<file path="src/rtl/conv_regs_pkg.sv">
/*
  Constants, register map and carrier types for the converter register
  block. Assumes a 32-bit AXI4-Lite register bus clocked by aclk.
*/
// Function
// - Sequence mode keeps eight 4-bit slots, slot one lowest, run one to eight.
// - Slot codes 0000 to 1110 pick analog channels 0 to 14.
// - Slot code 1111 picks no channel and ends the sequence there.
// - Slots above the first end code are ignored.
// - Mode bit 0 reads the register as a channel bitmap, 1 as a slot list.
// - Window limits three hold high in 27:16, low in 11:0, reset 0x0FFF0000.
// - The result register is read-only in 15:0, holding the latest result.
// - Results are placed left or right aligned by alignment and resolution.
// - Right after calibration the result low seven bits hold the factor.
// - In bitmap mode each set bit of 0 to 18 selects its channel for conversion; bits 16 to 18 select channels 0 to 2.
// - Selection writes are ignored until channel config ready returns.
package conv_regs_pkg;

  // ****************************************
  // Register offsets
  // ****************************************
  localparam logic [7:0] OFS_SEQUENCE_ORDER_SELECT = 8'h28;
  localparam logic [7:0] OFS_WINDOW_LIMITS_THREE = 8'h2c;
  localparam logic [7:0] OFS_CONVERSION_RESULT = 8'h40;
  localparam logic [7:0] OFS_CONFIG_REGISTER_ONE = 8'h0c;
  localparam logic [7:0] OFS_EVENT_STATUS = 8'h00;
  localparam logic [7:0] OFS_EVENT_MASK = 8'h04;
  localparam logic [7:0] OFS_CONTROL = 8'h08;
  localparam logic [7:0] OFS_GUARD_THREE = 8'h10;

  // ****************************************
  // Reset values and fields
  // ****************************************
  localparam logic [31:0] RST_SEQUENCE_ORDER_SELECT = 32'h0000_0000;
  localparam logic [31:0] RST_WINDOW_LIMITS_THREE = 32'h0fff_0000;
  localparam logic [31:0] RST_CONVERSION_RESULT = 32'h0000_0000;
  localparam int SLOT_COUNT = 8;
  localparam int SLOT_W = 4;
  localparam logic [3:0] SLOT_END_CODE = 4'hf;
  localparam int BITMAP_W = 19;
  localparam int HIGH_LSB = 16;
  localparam int LIMIT_W = 12;
  localparam int CALFACT_W = 7;
  localparam int GUARD_W = 15;
  // Config register one bits
  localparam int CFG_SEQ_MODE_BIT = 21;
  localparam int CFG_ALIGN_BIT = 5;
  localparam int CFG_RES_LSB = 3;
  // Control register bits
  localparam int CTL_START_BIT = 2;
  localparam int CTL_CAL_BIT = 31;
  // Event bits
  localparam int EV_EOC = 0;
  localparam int EV_EOS = 1;
  localparam int EV_WINDOW = 2;
  localparam int EV_CAL_DONE = 3;
  localparam int EV_CFG_READY = 4;
  localparam int EV_W = 5;
  // Cycles for channel config to settle
  localparam logic [3:0] CFG_SETTLE_CYCLES = 4'h3;
  localparam logic [1:0] AXI_OKAY = 2'b00;
  localparam logic [1:0] AXI_SLVERR = 2'b10;

  // ****************************************
  // Carrier types
  // ****************************************
  typedef struct packed {
    logic [3:0] channel;
    logic start;
    logic calibrate;
  } core_req_t;

  typedef struct packed {
    logic done;
    logic cal_done;
    logic [11:0] sample;
    logic [6:0] calfact;
  } core_resp_t;

endpackage

</file>
<file path="src/rtl/conv_regs.sv">
/*
  AXI4-Lite register block for the converter: sequence slots, window
  limits three, result register, events and a simple conversion walker.
  Assumes the analog core answers each request with a done pulse.
*/
module conv_regs
  import conv_regs_pkg::*;
(
  input wire logic aclk,
  input wire logic aresetn,
  input wire logic [7:0] s_axi_awaddr,
  input wire logic s_axi_awvalid,
  output logic s_axi_awready,
  input wire logic [31:0] s_axi_wdata,
  input wire logic [3:0] s_axi_wstrb,
  input wire logic s_axi_wvalid,
  output logic s_axi_wready,
  output logic [1:0] s_axi_bresp,
  output logic s_axi_bvalid,
  input wire logic s_axi_bready,
  input wire logic [7:0] s_axi_araddr,
  input wire logic s_axi_arvalid,
  output logic s_axi_arready,
  output logic [31:0] s_axi_rdata,
  output logic [1:0] s_axi_rresp,
  output logic s_axi_rvalid,
  input wire logic s_axi_rready,
  output core_req_t core_req,
  input wire core_resp_t core_resp,
  output logic irq
);

  typedef enum {ST_IDLE, ST_REQ, ST_WAIT, ST_CAL} walk_state_t;

  // ****************************************
  // State
  // ****************************************
  logic [31:0] sequence_order_select, next_sequence_order_select;
  logic [31:0] window_limits_three, next_window_limits_three;
  logic [31:0] conversion_result, next_conversion_result;
  logic [31:0] config_register_one, next_config_register_one;
  logic [GUARD_W-1:0] guard_three, next_guard_three;
  logic [EV_W-1:0] ev_status, next_ev_status;
  logic [EV_W-1:0] ev_mask, next_ev_mask;
  logic conversion_start_flag, next_conversion_start_flag;
  logic channel_config_ready, next_channel_config_ready;
  logic [3:0] settle, next_settle;
  logic window_flag, next_window_flag;
  walk_state_t state, next_state;
  logic [2:0] slot_idx, next_slot_idx;
  logic [4:0] bit_idx, next_bit_idx;
  core_req_t next_core_req;
  logic [31:0] awaddr_q, next_awaddr_q;
  logic aw_held, next_aw_held;
  logic [31:0] wdata_q, next_wdata_q;
  logic [3:0] wstrb_q, next_wstrb_q;
  logic w_held, next_w_held;
  logic bvalid, next_bvalid;
  logic [1:0] bresp, next_bresp;
  logic rvalid, next_rvalid;
  logic [1:0] rresp, next_rresp;
  logic [31:0] rdata, next_rdata;

  // ****************************************
  // Slot decode
  // ****************************************
  logic [SLOT_COUNT-1:0] slot_live;
  logic [3:0] slot_code [SLOT_COUNT];
  genvar gi;
  generate
    for (gi = 0; gi < SLOT_COUNT; gi++) begin : g_slot
      // Slot lives only if every lower slot and itself are not end codes
      assign slot_code[gi] = sequence_order_select[gi*SLOT_W +: SLOT_W];
      if (gi == 0) begin : g_first
        assign slot_live[gi] = slot_code[gi] != SLOT_END_CODE;
      end else begin : g_rest
        assign slot_live[gi] = slot_live[gi-1] &&
                               slot_code[gi] != SLOT_END_CODE;
      end
    end
  endgenerate

  logic seq_mode;
  assign seq_mode = config_register_one[CFG_SEQ_MODE_BIT];

  // ****************************************
  // Result shaping
  // ****************************************
  logic [15:0] shaped;
  result_shaper u_shaper (
    .sample(core_resp.sample),
    .resolution(config_register_one[CFG_RES_LSB +: 2]),
    .left_align(config_register_one[CFG_ALIGN_BIT]),
    .shaped(shaped)
  );

  // Window compare on the raw sample
  logic out_of_window;
  assign out_of_window =
    core_resp.sample > window_limits_three[HIGH_LSB +: LIMIT_W] ||
    core_resp.sample < window_limits_three[LIMIT_W-1:0];

  logic wr_fire, rd_fire;
  logic [7:0] wr_addr;
  logic [31:0] wr_data;
  logic [3:0] wr_strb;
  logic [31:0] strb_mask;
  always_comb begin
    wr_fire = (aw_held || s_axi_awvalid) && (w_held || s_axi_wvalid) &&
              !bvalid;
    wr_addr = aw_held ? awaddr_q[7:0] : s_axi_awaddr;
    wr_data = w_held ? wdata_q : s_axi_wdata;
    wr_strb = w_held ? wstrb_q : s_axi_wstrb;
    strb_mask = {{8{wr_strb[3]}}, {8{wr_strb[2]}},
                 {8{wr_strb[1]}}, {8{wr_strb[0]}}};
    rd_fire = s_axi_arvalid && !rvalid;
  end

  assign s_axi_awready = !aw_held && !bvalid;
  assign s_axi_wready = !w_held && !bvalid;
  assign s_axi_arready = !rvalid;
  assign s_axi_bvalid = bvalid;
  assign s_axi_bresp = bresp;
  assign s_axi_rvalid = rvalid;
  assign s_axi_rresp = rresp;
  assign s_axi_rdata = rdata;
  assign irq = |(ev_status & ev_mask);

  // ****************************************
  // Next-state logic
  // ****************************************
  logic [EV_W-1:0] ev_set;
  logic sel_write;
  logic [4:0] scan;
  logic found;
  always_comb begin
    next_sequence_order_select = sequence_order_select;
    next_window_limits_three = window_limits_three;
    next_conversion_result = conversion_result;
    next_config_register_one = config_register_one;
    next_guard_three = guard_three;
    next_ev_mask = ev_mask;
    next_conversion_start_flag = conversion_start_flag;
    next_channel_config_ready = channel_config_ready;
    next_settle = settle;
    next_window_flag = window_flag;
    next_state = state;
    next_slot_idx = slot_idx;
    next_bit_idx = bit_idx;
    next_core_req = core_req;
    next_core_req.start = 1'b0;
    next_awaddr_q = awaddr_q;
    next_aw_held = aw_held;
    next_wdata_q = wdata_q;
    next_wstrb_q = wstrb_q;
    next_w_held = w_held;
    next_bvalid = bvalid;
    next_bresp = bresp;
    next_rvalid = rvalid;
    next_rresp = rresp;
    next_rdata = rdata;
    ev_set = '0;
    sel_write = 1'b0;
    scan = 5'd0;
    found = 1'b0;

    // Bus write channel capture
    if (s_axi_awvalid && s_axi_awready && !wr_fire) begin
      next_aw_held = 1'b1;
      next_awaddr_q = {24'h0, s_axi_awaddr};
    end
    if (s_axi_wvalid && s_axi_wready && !wr_fire) begin
      next_w_held = 1'b1;
      next_wdata_q = s_axi_wdata;
      next_wstrb_q = s_axi_wstrb;
    end
    if (s_axi_bvalid && s_axi_bready) begin
      next_bvalid = 1'b0;
    end
    if (wr_fire) begin
      next_aw_held = 1'b0;
      next_w_held = 1'b0;
      next_bvalid = 1'b1;
      next_bresp = AXI_OKAY;
      case (wr_addr)
        OFS_SEQUENCE_ORDER_SELECT: begin
          // Held off while converting or config settling
          if (!conversion_start_flag && channel_config_ready) begin
            next_sequence_order_select = (sequence_order_select &
              ~strb_mask) | (wr_data & strb_mask);
            sel_write = 1'b1;
          end
        end
        OFS_WINDOW_LIMITS_THREE: begin
          next_window_limits_three = ((window_limits_three & ~strb_mask) |
            (wr_data & strb_mask)) & 32'h0fff_0fff;
        end
        OFS_CONFIG_REGISTER_ONE: begin
          next_config_register_one = (config_register_one & ~strb_mask) |
            (wr_data & strb_mask);
          if (next_config_register_one[CFG_SEQ_MODE_BIT] != seq_mode) begin
            sel_write = 1'b1;
          end
        end
        OFS_GUARD_THREE: begin
          next_guard_three = wr_data[GUARD_W-1:0];
        end
        OFS_EVENT_MASK: begin
          next_ev_mask = wr_data[EV_W-1:0];
        end
        OFS_EVENT_STATUS, OFS_CONVERSION_RESULT: begin
        end
        OFS_CONTROL: begin
          if (wr_data[CTL_START_BIT] && state == ST_IDLE) begin
            next_conversion_start_flag = 1'b1;
            next_state = ST_REQ;
            next_slot_idx = 3'd0;
            next_bit_idx = 5'd0;
          end else if (wr_data[CTL_CAL_BIT] && state == ST_IDLE) begin
            next_core_req.calibrate = 1'b1;
            next_state = ST_CAL;
          end
        end
        default: begin
          next_bresp = AXI_SLVERR;
        end
      endcase
    end

    // Config settling after a channel configuration change
    if (sel_write) begin
      next_channel_config_ready = 1'b0;
      next_settle = CFG_SETTLE_CYCLES;
    end else if (!channel_config_ready) begin
      if (settle == 4'h0) begin
        next_channel_config_ready = 1'b1;
        ev_set[EV_CFG_READY] = 1'b1;
      end else begin
        next_settle = settle - 4'h1;
      end
    end

    // Conversion walker
    case (state)
      ST_IDLE: begin
      end
      ST_REQ: begin
        if (seq_mode) begin
          if (slot_live[slot_idx]) begin
            next_core_req.channel = slot_code[slot_idx];
            next_core_req.start = 1'b1;
            next_state = ST_WAIT;
          end else begin
            next_state = ST_IDLE;
            next_conversion_start_flag = 1'b0;
            ev_set[EV_EOS] = 1'b1;
          end
        end else begin
          for (int i = 0; i < BITMAP_W; i++) begin
            if (!found && i >= bit_idx &&
                sequence_order_select[i]) begin
              found = 1'b1;
              scan = 5'(i);
            end
          end
          if (found) begin
            next_core_req.channel = scan[3:0];
            next_bit_idx = scan;
            next_core_req.start = 1'b1;
            next_state = ST_WAIT;
          end else begin
            next_state = ST_IDLE;
            next_conversion_start_flag = 1'b0;
            ev_set[EV_EOS] = 1'b1;
          end
        end
      end
      ST_WAIT: begin
        if (core_resp.done) begin
          next_conversion_result = {16'h0, shaped};
          ev_set[EV_EOC] = 1'b1;
          if (guard_three[core_req.channel] && out_of_window) begin
            ev_set[EV_WINDOW] = 1'b1;
            next_window_flag = 1'b1;
          end
          if (seq_mode && slot_idx == 3'(SLOT_COUNT - 1)) begin
            next_state = ST_IDLE;
            next_conversion_start_flag = 1'b0;
            ev_set[EV_EOS] = 1'b1;
          end else begin
            next_slot_idx = slot_idx + 3'd1;
            next_bit_idx = bit_idx + 5'd1;
            next_state = ST_REQ;
          end
        end
      end
      ST_CAL: begin
        if (core_resp.cal_done) begin
          next_core_req.calibrate = 1'b0;
          next_conversion_result = {25'h0, core_resp.calfact};
          ev_set[EV_CAL_DONE] = 1'b1;
          next_state = ST_IDLE;
        end
      end
      default: begin
        next_state = ST_IDLE;
      end
    endcase

    // Sticky events, set wins over write-one clear
    next_ev_status = ev_status;
    if (wr_fire && wr_addr == OFS_EVENT_STATUS) begin
      next_ev_status = ev_status & ~wr_data[EV_W-1:0];
    end
    next_ev_status = next_ev_status | ev_set;

    // Read channel
    if (s_axi_rready && rvalid) begin
      next_rvalid = 1'b0;
    end
    if (rd_fire) begin
      next_rvalid = 1'b1;
      next_rresp = AXI_OKAY;
      case (s_axi_araddr)
        OFS_SEQUENCE_ORDER_SELECT: next_rdata = sequence_order_select;
        OFS_WINDOW_LIMITS_THREE: next_rdata = window_limits_three;
        OFS_CONVERSION_RESULT: next_rdata = conversion_result;
        OFS_CONFIG_REGISTER_ONE: next_rdata = config_register_one;
        OFS_GUARD_THREE: next_rdata = {17'h0, guard_three};
        OFS_EVENT_STATUS: next_rdata = {27'h0, ev_status};
        OFS_EVENT_MASK: next_rdata = {27'h0, ev_mask};
        OFS_CONTROL: next_rdata = {28'h0, window_flag,
          conversion_start_flag, channel_config_ready, 1'b0};
        default: begin
          next_rdata = 32'h0000_0000;
          next_rresp = AXI_SLVERR;
        end
      endcase
    end
  end

  // ****************************************
  // Registers
  // ****************************************
  always_ff @(posedge aclk) begin
    if (!aresetn) begin
      sequence_order_select <= RST_SEQUENCE_ORDER_SELECT;
      window_limits_three <= RST_WINDOW_LIMITS_THREE;
      conversion_result <= RST_CONVERSION_RESULT;
      config_register_one <= 32'h0000_0000;
      guard_three <= '0;
      ev_status <= '0;
      ev_mask <= '0;
      conversion_start_flag <= 1'b0;
      channel_config_ready <= 1'b1;
      settle <= 4'h0;
      window_flag <= 1'b0;
      state <= ST_IDLE;
      slot_idx <= 3'd0;
      bit_idx <= 5'd0;
      core_req <= '0;
      awaddr_q <= 32'h0000_0000;
      aw_held <= 1'b0;
      wdata_q <= 32'h0000_0000;
      wstrb_q <= 4'h0;
      w_held <= 1'b0;
      bvalid <= 1'b0;
      bresp <= AXI_OKAY;
      rvalid <= 1'b0;
      rresp <= AXI_OKAY;
      rdata <= 32'h0000_0000;
    end else begin
      sequence_order_select <= next_sequence_order_select;
      window_limits_three <= next_window_limits_three;
      conversion_result <= next_conversion_result;
      config_register_one <= next_config_register_one;
      guard_three <= next_guard_three;
      ev_status <= next_ev_status;
      ev_mask <= next_ev_mask;
      conversion_start_flag <= next_conversion_start_flag;
      channel_config_ready <= next_channel_config_ready;
      settle <= next_settle;
      window_flag <= next_window_flag;
      state <= next_state;
      slot_idx <= next_slot_idx;
      bit_idx <= next_bit_idx;
      core_req <= next_core_req;
      awaddr_q <= next_awaddr_q;
      aw_held <= next_aw_held;
      wdata_q <= next_wdata_q;
      wstrb_q <= next_wstrb_q;
      w_held <= next_w_held;
      bvalid <= next_bvalid;
      bresp <= next_bresp;
      rvalid <= next_rvalid;
      rresp <= next_rresp;
      rdata <= next_rdata;
    end
  end

endmodule

</file>
<file path="src/rtl/result_shaper.sv">
/*
  Places a raw 12-bit sample into the 16-bit result field by resolution
  and alignment. Assumes resolution code 0..3 means 12,10,8,6 bits.
*/
module result_shaper
  import conv_regs_pkg::*;
(
  input wire logic [11:0] sample,
  input wire logic [1:0] resolution,
  input wire logic left_align,
  output logic [15:0] shaped
);

  // ****************************************
  // Truncate then align
  // ****************************************
  logic [11:0] trimmed;
  logic [3:0] drop;
  always_comb begin
    drop = {1'b0, resolution, 1'b0};
    trimmed = sample >> drop;
    if (left_align) begin
      shaped = {4'h0, trimmed} << (4'd4 + drop);
    end else begin
      shaped = {4'h0, trimmed};
    end
  end

endmodule

</file>
<file path="config.mk">
export PLATFORM = sky130hd
export DESIGN_NAME = conv_regs
export DESIGN_NICKNAME = d
export VERILOG_FILES = /design/src/rtl/conv_regs_pkg.sv /design/src/rtl/conv_regs.sv /design/src/rtl/result_shaper.sv
export SDC_FILE = /design/constraint.sdc
export NUM_CORES = 1
export LEC_CHECK = 0
export ABC_CLOCK_PERIOD_IN_PS = 3100
export BUFFER_PORTS_ARGS = -buffer_cell sky130_fd_sc_hd__buf_2
export CAP_MARGIN = 20
export CORE_ASPECT_RATIO = 2
export CORE_MARGIN = 2
export CORE_UTILIZATION = 30
export CTS_BUF_LIST = sky130_fd_sc_hd__clkbuf_8
export CTS_CLUSTER_SIZE = 12
export DETAILED_ROUTE_END_ITERATION = 10
export PLACE_DENSITY_LB_ADDON = 0.12
export SYNTH_ARGS = -nofsm -noshare
export SYNTH_HDL_FRONTEND = slang
export SYNTH_SLANG_ARGS = --single-unit
</file>
<file path="constraint.sdc">
create_clock -name aclk -period 3.1 [get_ports aclk]
set_input_delay 0.31 -clock aclk [delete_from_list [all_inputs] [get_ports aclk]]
set_output_delay 0.31 -clock aclk [all_outputs]
set_load 0.01 [all_outputs]
</file>
# ---- Yosys cells after proc, flatten, opt, wreduce, memory -nomap -nowiden
# Index checks and enable logic that the tools add are counted.
dict set report totals {
  elab_cells 382
  in_bits 80
  register_bits 282
  out_inout_bits 48
}
dict set report op_classes {
  bitwise 16
  addsub 4
  order_cmp 24
  n_eq_ne 32
  reduce_logical 113
  shift 2
  mux 163
}
# cell count
set op_table {}
lappend op_table {{$mux W32} 10}
lappend op_table {{$pmux W32 S8} 1}
lappend op_table {{$mux W5} 28}
lappend op_table {{$pmux W32 S4} 1}
lappend op_table {{$and A32 B32 Y32} 3}
lappend op_table {{$mux W1} 96}
lappend op_table {{$eq A32 B2 Y1 const B} 2}
lappend op_table {{$logic_not A32 Y1} 2}
lappend op_table {{$or A32 B32 Y32} 2}
lappend op_table {{$pmux W32 S2} 1}
lappend op_table {{$logic_and A1 B1 Y1} 61}
lappend op_table {{$ge A4 B5 Y1 const A} 8}
lappend op_table {{$eq A32 B1 Y1 const B} 1}
lappend op_table {{$eq A8 B4 Y1 const B} 4}
lappend op_table {{$eq A8 B6 Y1 const B} 4}
lappend op_table {{$ne A4 B4 Y1 const B} 8}
lappend op_table {{$not A32 Y32} 1}
lappend op_table {{$and A28 B28 Y28} 1}
lappend op_table {{$or A28 B28 Y28} 1}
lappend op_table {{$logic_not A1 Y1} 24}
lappend op_table {{$mux W3} 7}
lappend op_table {{$ge A3 B5 Y1 const A} 4}
lappend op_table {{$eq A8 B3 Y1 const B} 2}
lappend op_table {{$eq A8 B5 Y1 const B} 2}
lappend op_table {{42 further kinds} 80}

# ---- Depth between registers and ports, before layout
dict set report logic_depth {
  depth_word 117
  mapped_depth 10
}

# ---- Hierarchy
# Synthesis repeated with hierarchy kept, for this count alone.
dict set report hier_totals {
  cells_unflattened 1501
  hier_area_um2 13001.2
}
# module area_per_inst_um2 cells_each seq_area_each_um2 n_inst
set by_module_without_submodules {}
lappend by_module_without_submodules {conv_regs 12583.3 1448 5285.1 1}
lappend by_module_without_submodules {result_shaper 417.9 53 0.0 1}

# ---- Least setup slack after synthesis
# OpenSTA, ideal clock, no wires.
dict set report synth_path {
  path_kind {register to register}
  start {register bit_idx[0]}
  end {register core_req[4] in the netlist's numbering}
  stages_incl_launch_ff 11
  arrival_ps 2550
  required_ps 3014
  synth_period_minus_slack_ps 2636
  setup_slack_ps 464
  cell_sequence {dfxtp_1 -> clkbuf_1 -> inv_1 -> ha_1 -> nand3b_1 -> o31ai_1 -> a41o_1 -> nand4_1 -> o21bai_1 -> a2111oi_0 -> a211oi_1}
}
dict set report synth_via {
  elab_chain_len 115
  elab_cells_between_ends 151
  cone_classes {19 x order compare; 75 x mux; 57 x reduce/logical}
}
# item line_no
set synth_rtl {}
lappend synth_rtl {{start, declared} conv_regs.sv:51} ;# logic [4:0] bit_idx, next_bit_idx;
lappend synth_rtl {{start signal, assigned} conv_regs.sv:386} ;# bit_idx <= next_bit_idx;
lappend synth_rtl {{$ge A1 B5 Y1} conv_regs.sv:260} ;# if (!found && i >= bit_idx &&
lappend synth_rtl {{$logic_and A1 B1 Y1} conv_regs.sv:260}
lappend synth_rtl {{$mux W1} conv_regs.sv:260}
lappend synth_rtl {{$mux W1} conv_regs.sv:248} ;# if (seq_mode) begin
lappend synth_rtl {{$mux W1} conv_regs.sv:244} ;# case (state)
lappend synth_rtl {{$logic_not A1 Y1} conv_regs.sv:260}
lappend synth_rtl {{$logic_and A1 B1 Y1 (2 in a row)} conv_regs.sv:260}
lappend synth_rtl {{$mux W1} conv_regs.sv:260}
lappend synth_rtl {{[... 97 more ...]} -}
lappend synth_rtl {{$mux W1} conv_regs.sv:244}
lappend synth_rtl {{$logic_not A1 Y1} conv_regs.sv:260}
lappend synth_rtl {{$logic_and A1 B1 Y1 (2 in a row)} conv_regs.sv:260}
lappend synth_rtl {{$mux W1} conv_regs.sv:260}
lappend synth_rtl {{$mux W1} conv_regs.sv:248}
lappend synth_rtl {{$mux W1} conv_regs.sv:244}
lappend synth_rtl {{$reduce_bool A2 Y1 (no source line)} -}
lappend synth_rtl {{$reduce_and A3 Y1 (no source line)} -}
lappend synth_rtl {{end signal, assigned} conv_regs.sv:387} ;# core_req <= next_core_req;
lappend synth_rtl {{end, declared} conv_regs.sv:28} ;# output core_req_t core_req,
# Several ways; a longest one is shown, not always the timed one. The select of a mux whose other input is x is not followed.
# A chain may end at the register's enable or synchronous reset.

==> impl_metrics.env <==
export IMPL_finalCriticalPeriod_ps=2860
export IMPL_final_net_count=1795
export IMPL_root_buffer="clkbuf_8"
export IMPL_hold_path_startpoint="s_axi_bready"
export IMPL_synth_cells=1461
export IMPL_dpl_hpwl_um=36700
export IMPL_multi_input_area_um2=7000
export IMPL_tns_ps=0
export IMPL_grt_pass1_wl_um=73000
export IMPL_async_reset_ff_share_pct=0
export IMPL_cp_max_fo=16
export IMPL_regArea_um2=5290
export IMPL_max_slew_worst_pin_slew_ps=966
export IMPL_grt_setup_unrepaired="no"
export IMPL_die_h_um=295
export IMPL_internal_power_mw=5.27
export IMPL_critPathLaunch="s_axi_awaddr[0]"
export IMPL_viasPerCell=5.29
export IMPL_vias=11944
export IMPL_fmax_ghz=0.350
export IMPL_fin_crit_sh_pct=92.1
export IMPL_wirelength_um=48600
export IMPL_antenna_found_initial=1
export IMPL_finalPower_mw=7.20
export IMPL_max_slew_margin_rel_pct=33.8
export IMPL_rr_startpoint="bit_idx[1]"
export IMPL_clk_pin_slew_ps=60
export IMPL_start_kind="primary input"
export IMPL_setup_viol=0
export IMPL_ir_worst_vdd_v=0.000272
export IMPL_clk_latency_ps=600
export IMPL_synth_cell_types=79
export IMPL_synth_ff_type="dfxtp_1"
export IMPL_cp_required_ps=3570
export IMPL_max_cap_violations=0
export IMPL_h_tree_depth=2
export IMPL_hp_class="in2reg"
export IMPL_wl_per_cell_um=21.5
export IMPL_drv_slew=0
export IMPL_critPathSlowestCell="dlygate4sd3_1"
export IMPL_clk_path_buf_depth=3
export IMPL_synth_seq_cells=264
export IMPL_drtIter0Drc=705
export IMPL_syn_area_um2=12700
export IMPL_die_area_um2=44200
export IMPL_ioPinCount=128
export IMPL_area_delta_synth_final_pct=22.7
export IMPL_pwr_share_comb_pct=9.4
export IMPL_finalClockSkew_ps=42.4
export IMPL_cellLeakagePower_nw=5.88
export IMPL_synth_edff_count=0
export IMPL_cts_setup_buffers=0
export IMPL_grt_use_total_pct=21.9
export IMPL_crit_arrival_ps=3320
export IMPL_final_cell_mix="dfxtp_1 (263), nor2_1 (201), nand2_1 (134), buf_2 (125), a21oi_1 (109)"
export IMPL_seq_area_frac_synth_pct=41.5
export IMPL_postSynthAreaPerCell_um2=8.72
export IMPL_initial_core_util_pct=30.4
export IMPL_grt_max_degree=76
export IMPL_hold_ws_ps=41.3
export IMPL_finalHoldViolations=0
export IMPL_core_um2=41900
export IMPL_power_switching_mw=1.92
export IMPL_drive_above_1_share_pct=19.5
export IMPL_p_per_area_nw_per_um2=460
export IMPL_final_antenna_net_count=0
export IMPL_gp_congestion=0.897
export IMPL_slowest_delay_ps=530
export IMPL_gr_total_overflow=0
export IMPL_layout_cells_most_common="dfxtp_1"
export IMPL_drc=0
export IMPL_io_buffers=125
export IMPL_worstPathCellList="dlygate4sd3_1 -> buf_2 -> or4_1 -> a2111o_1 -> nor3_4 -> nand4b_4 -> nor2_4 -> nor2_1 -> a211oi_1"
export IMPL_cts_buffers=43
export IMPL_grt_pass1_vias=12037
export IMPL_crit_type="in2reg"
export IMPL_pwr_share_seq_pct=48.6
export IMPL_ys_warn_count=0
export IMPL_p_sw_share_pct=26.7
export IMPL_die_w_um=150
export IMPL_worstSetupEndpointType="register"
export IMPL_firstDrtPassIters=8
export IMPL_row_count=106
export IMPL_nFillCells=4443
export IMPL_status="finished, final reports clean"
export IMPL_cts_sinks=264
export IMPL_tritoncts="yes"
export IMPL_pwr_share_clk_pct=42.0
## per-layer routing
layer	part of all wire (%)	global-route usage, %
met1	37	23.6
met2	53	41.2
met3	3.7	2.30
met4	5.8	11.7
met5	0	0
## cell usage after synthesis, drive strengths merged, types with 22 or more instances
cell type	number	area share, %
dfxtp	264	41
nor2	213	6.9
nand2	135	4.0
a21oi	109	4.3
a211oi	107	6.7
clkbuf	70	2.1
mux2i	52	4.1
inv	44	1.3
o21ai	43	1.7
a22oi	37	2.2
ha	29	2.8
buf	26	1.2
nand3	26	1.0
o211ai	22	1.3
## power groups by stage
stage	sequential [mW]	combinational (mW)	clock, mW
6_report	3.49	0.679	3.02
3_5_place_dp	3.57	0.642	0
5_1_grt	3.50	0.734	3.26
2_1_floorplan	3.56	0.343	0
3_3_place_gp	3.57	0.639	0
4_1_cts	3.49	0.688	3.13
## timing repair
action	CTS	global route
hold endpoints to repair	42	0
hold buffers	43	0
setup endpoints to repair	0	3
resized for setup	0	1
## area by class of cell
class	instances	area share [%]
multi-input cells	1087	44.8
well taps	540	4.32
clock inverters	20	0.592
clock buffers	54	4.75
flip-flops and latches	264	33.8
diodes	1	0.0160
inverters	45	1.11
repair buffers	245	10.6
## cells by family after synthesis
| kind of cell | count (synthesis) | synth area share (%) |
|---|---|---|
| and+or+nand+nor | 498 | 18.4 |
| muxes | 85 | 8.33 |
| buffers and inverters | 141 | 4.57 |
| DFF | 264 | 41.5 |
| xor gates and xnor gates | 6 | 0.412 |
| AOI/OAI and AO/OA | 435 | 23.8 |
| other | 1 | 0.0294 |
| adders and majority gates | 31 | 3.00 |
## critical path: cells and delay by family
kind                   cells  cell delay, ps
buffers and inverters      2             650
AND/OR/NAND/NOR            5            1580
AO/OA/AOI/OAI              2             760
## worst paths after layout
kind,endpoint,slack (ps),cells past startpoint
setup / recovery,register,240,9
hold / removal,s_axi_bvalid,40,4
setup reg to reg,core_req[2],250,10
hold reg to reg,wdata_q[19],450,2
## per-stage QoR
step | setup slack (ps) | instance area [µm²] | util [%] | cells
after floorplan | 464 | 12900 | - | 1492
after global placement | 175 | 14400 | 34.3 | 2138
after detailed placement | 210 | 14400 | 34.3 | 2138
after CTS | 187 | 15600 | 37.3 | 2255
after global routing | 10.3 | 15600 | 37.3 | 2256
final | 244 | 15600 | 37.3 | 2256
No activity file was read; power rests on OpenSTA's default activity.
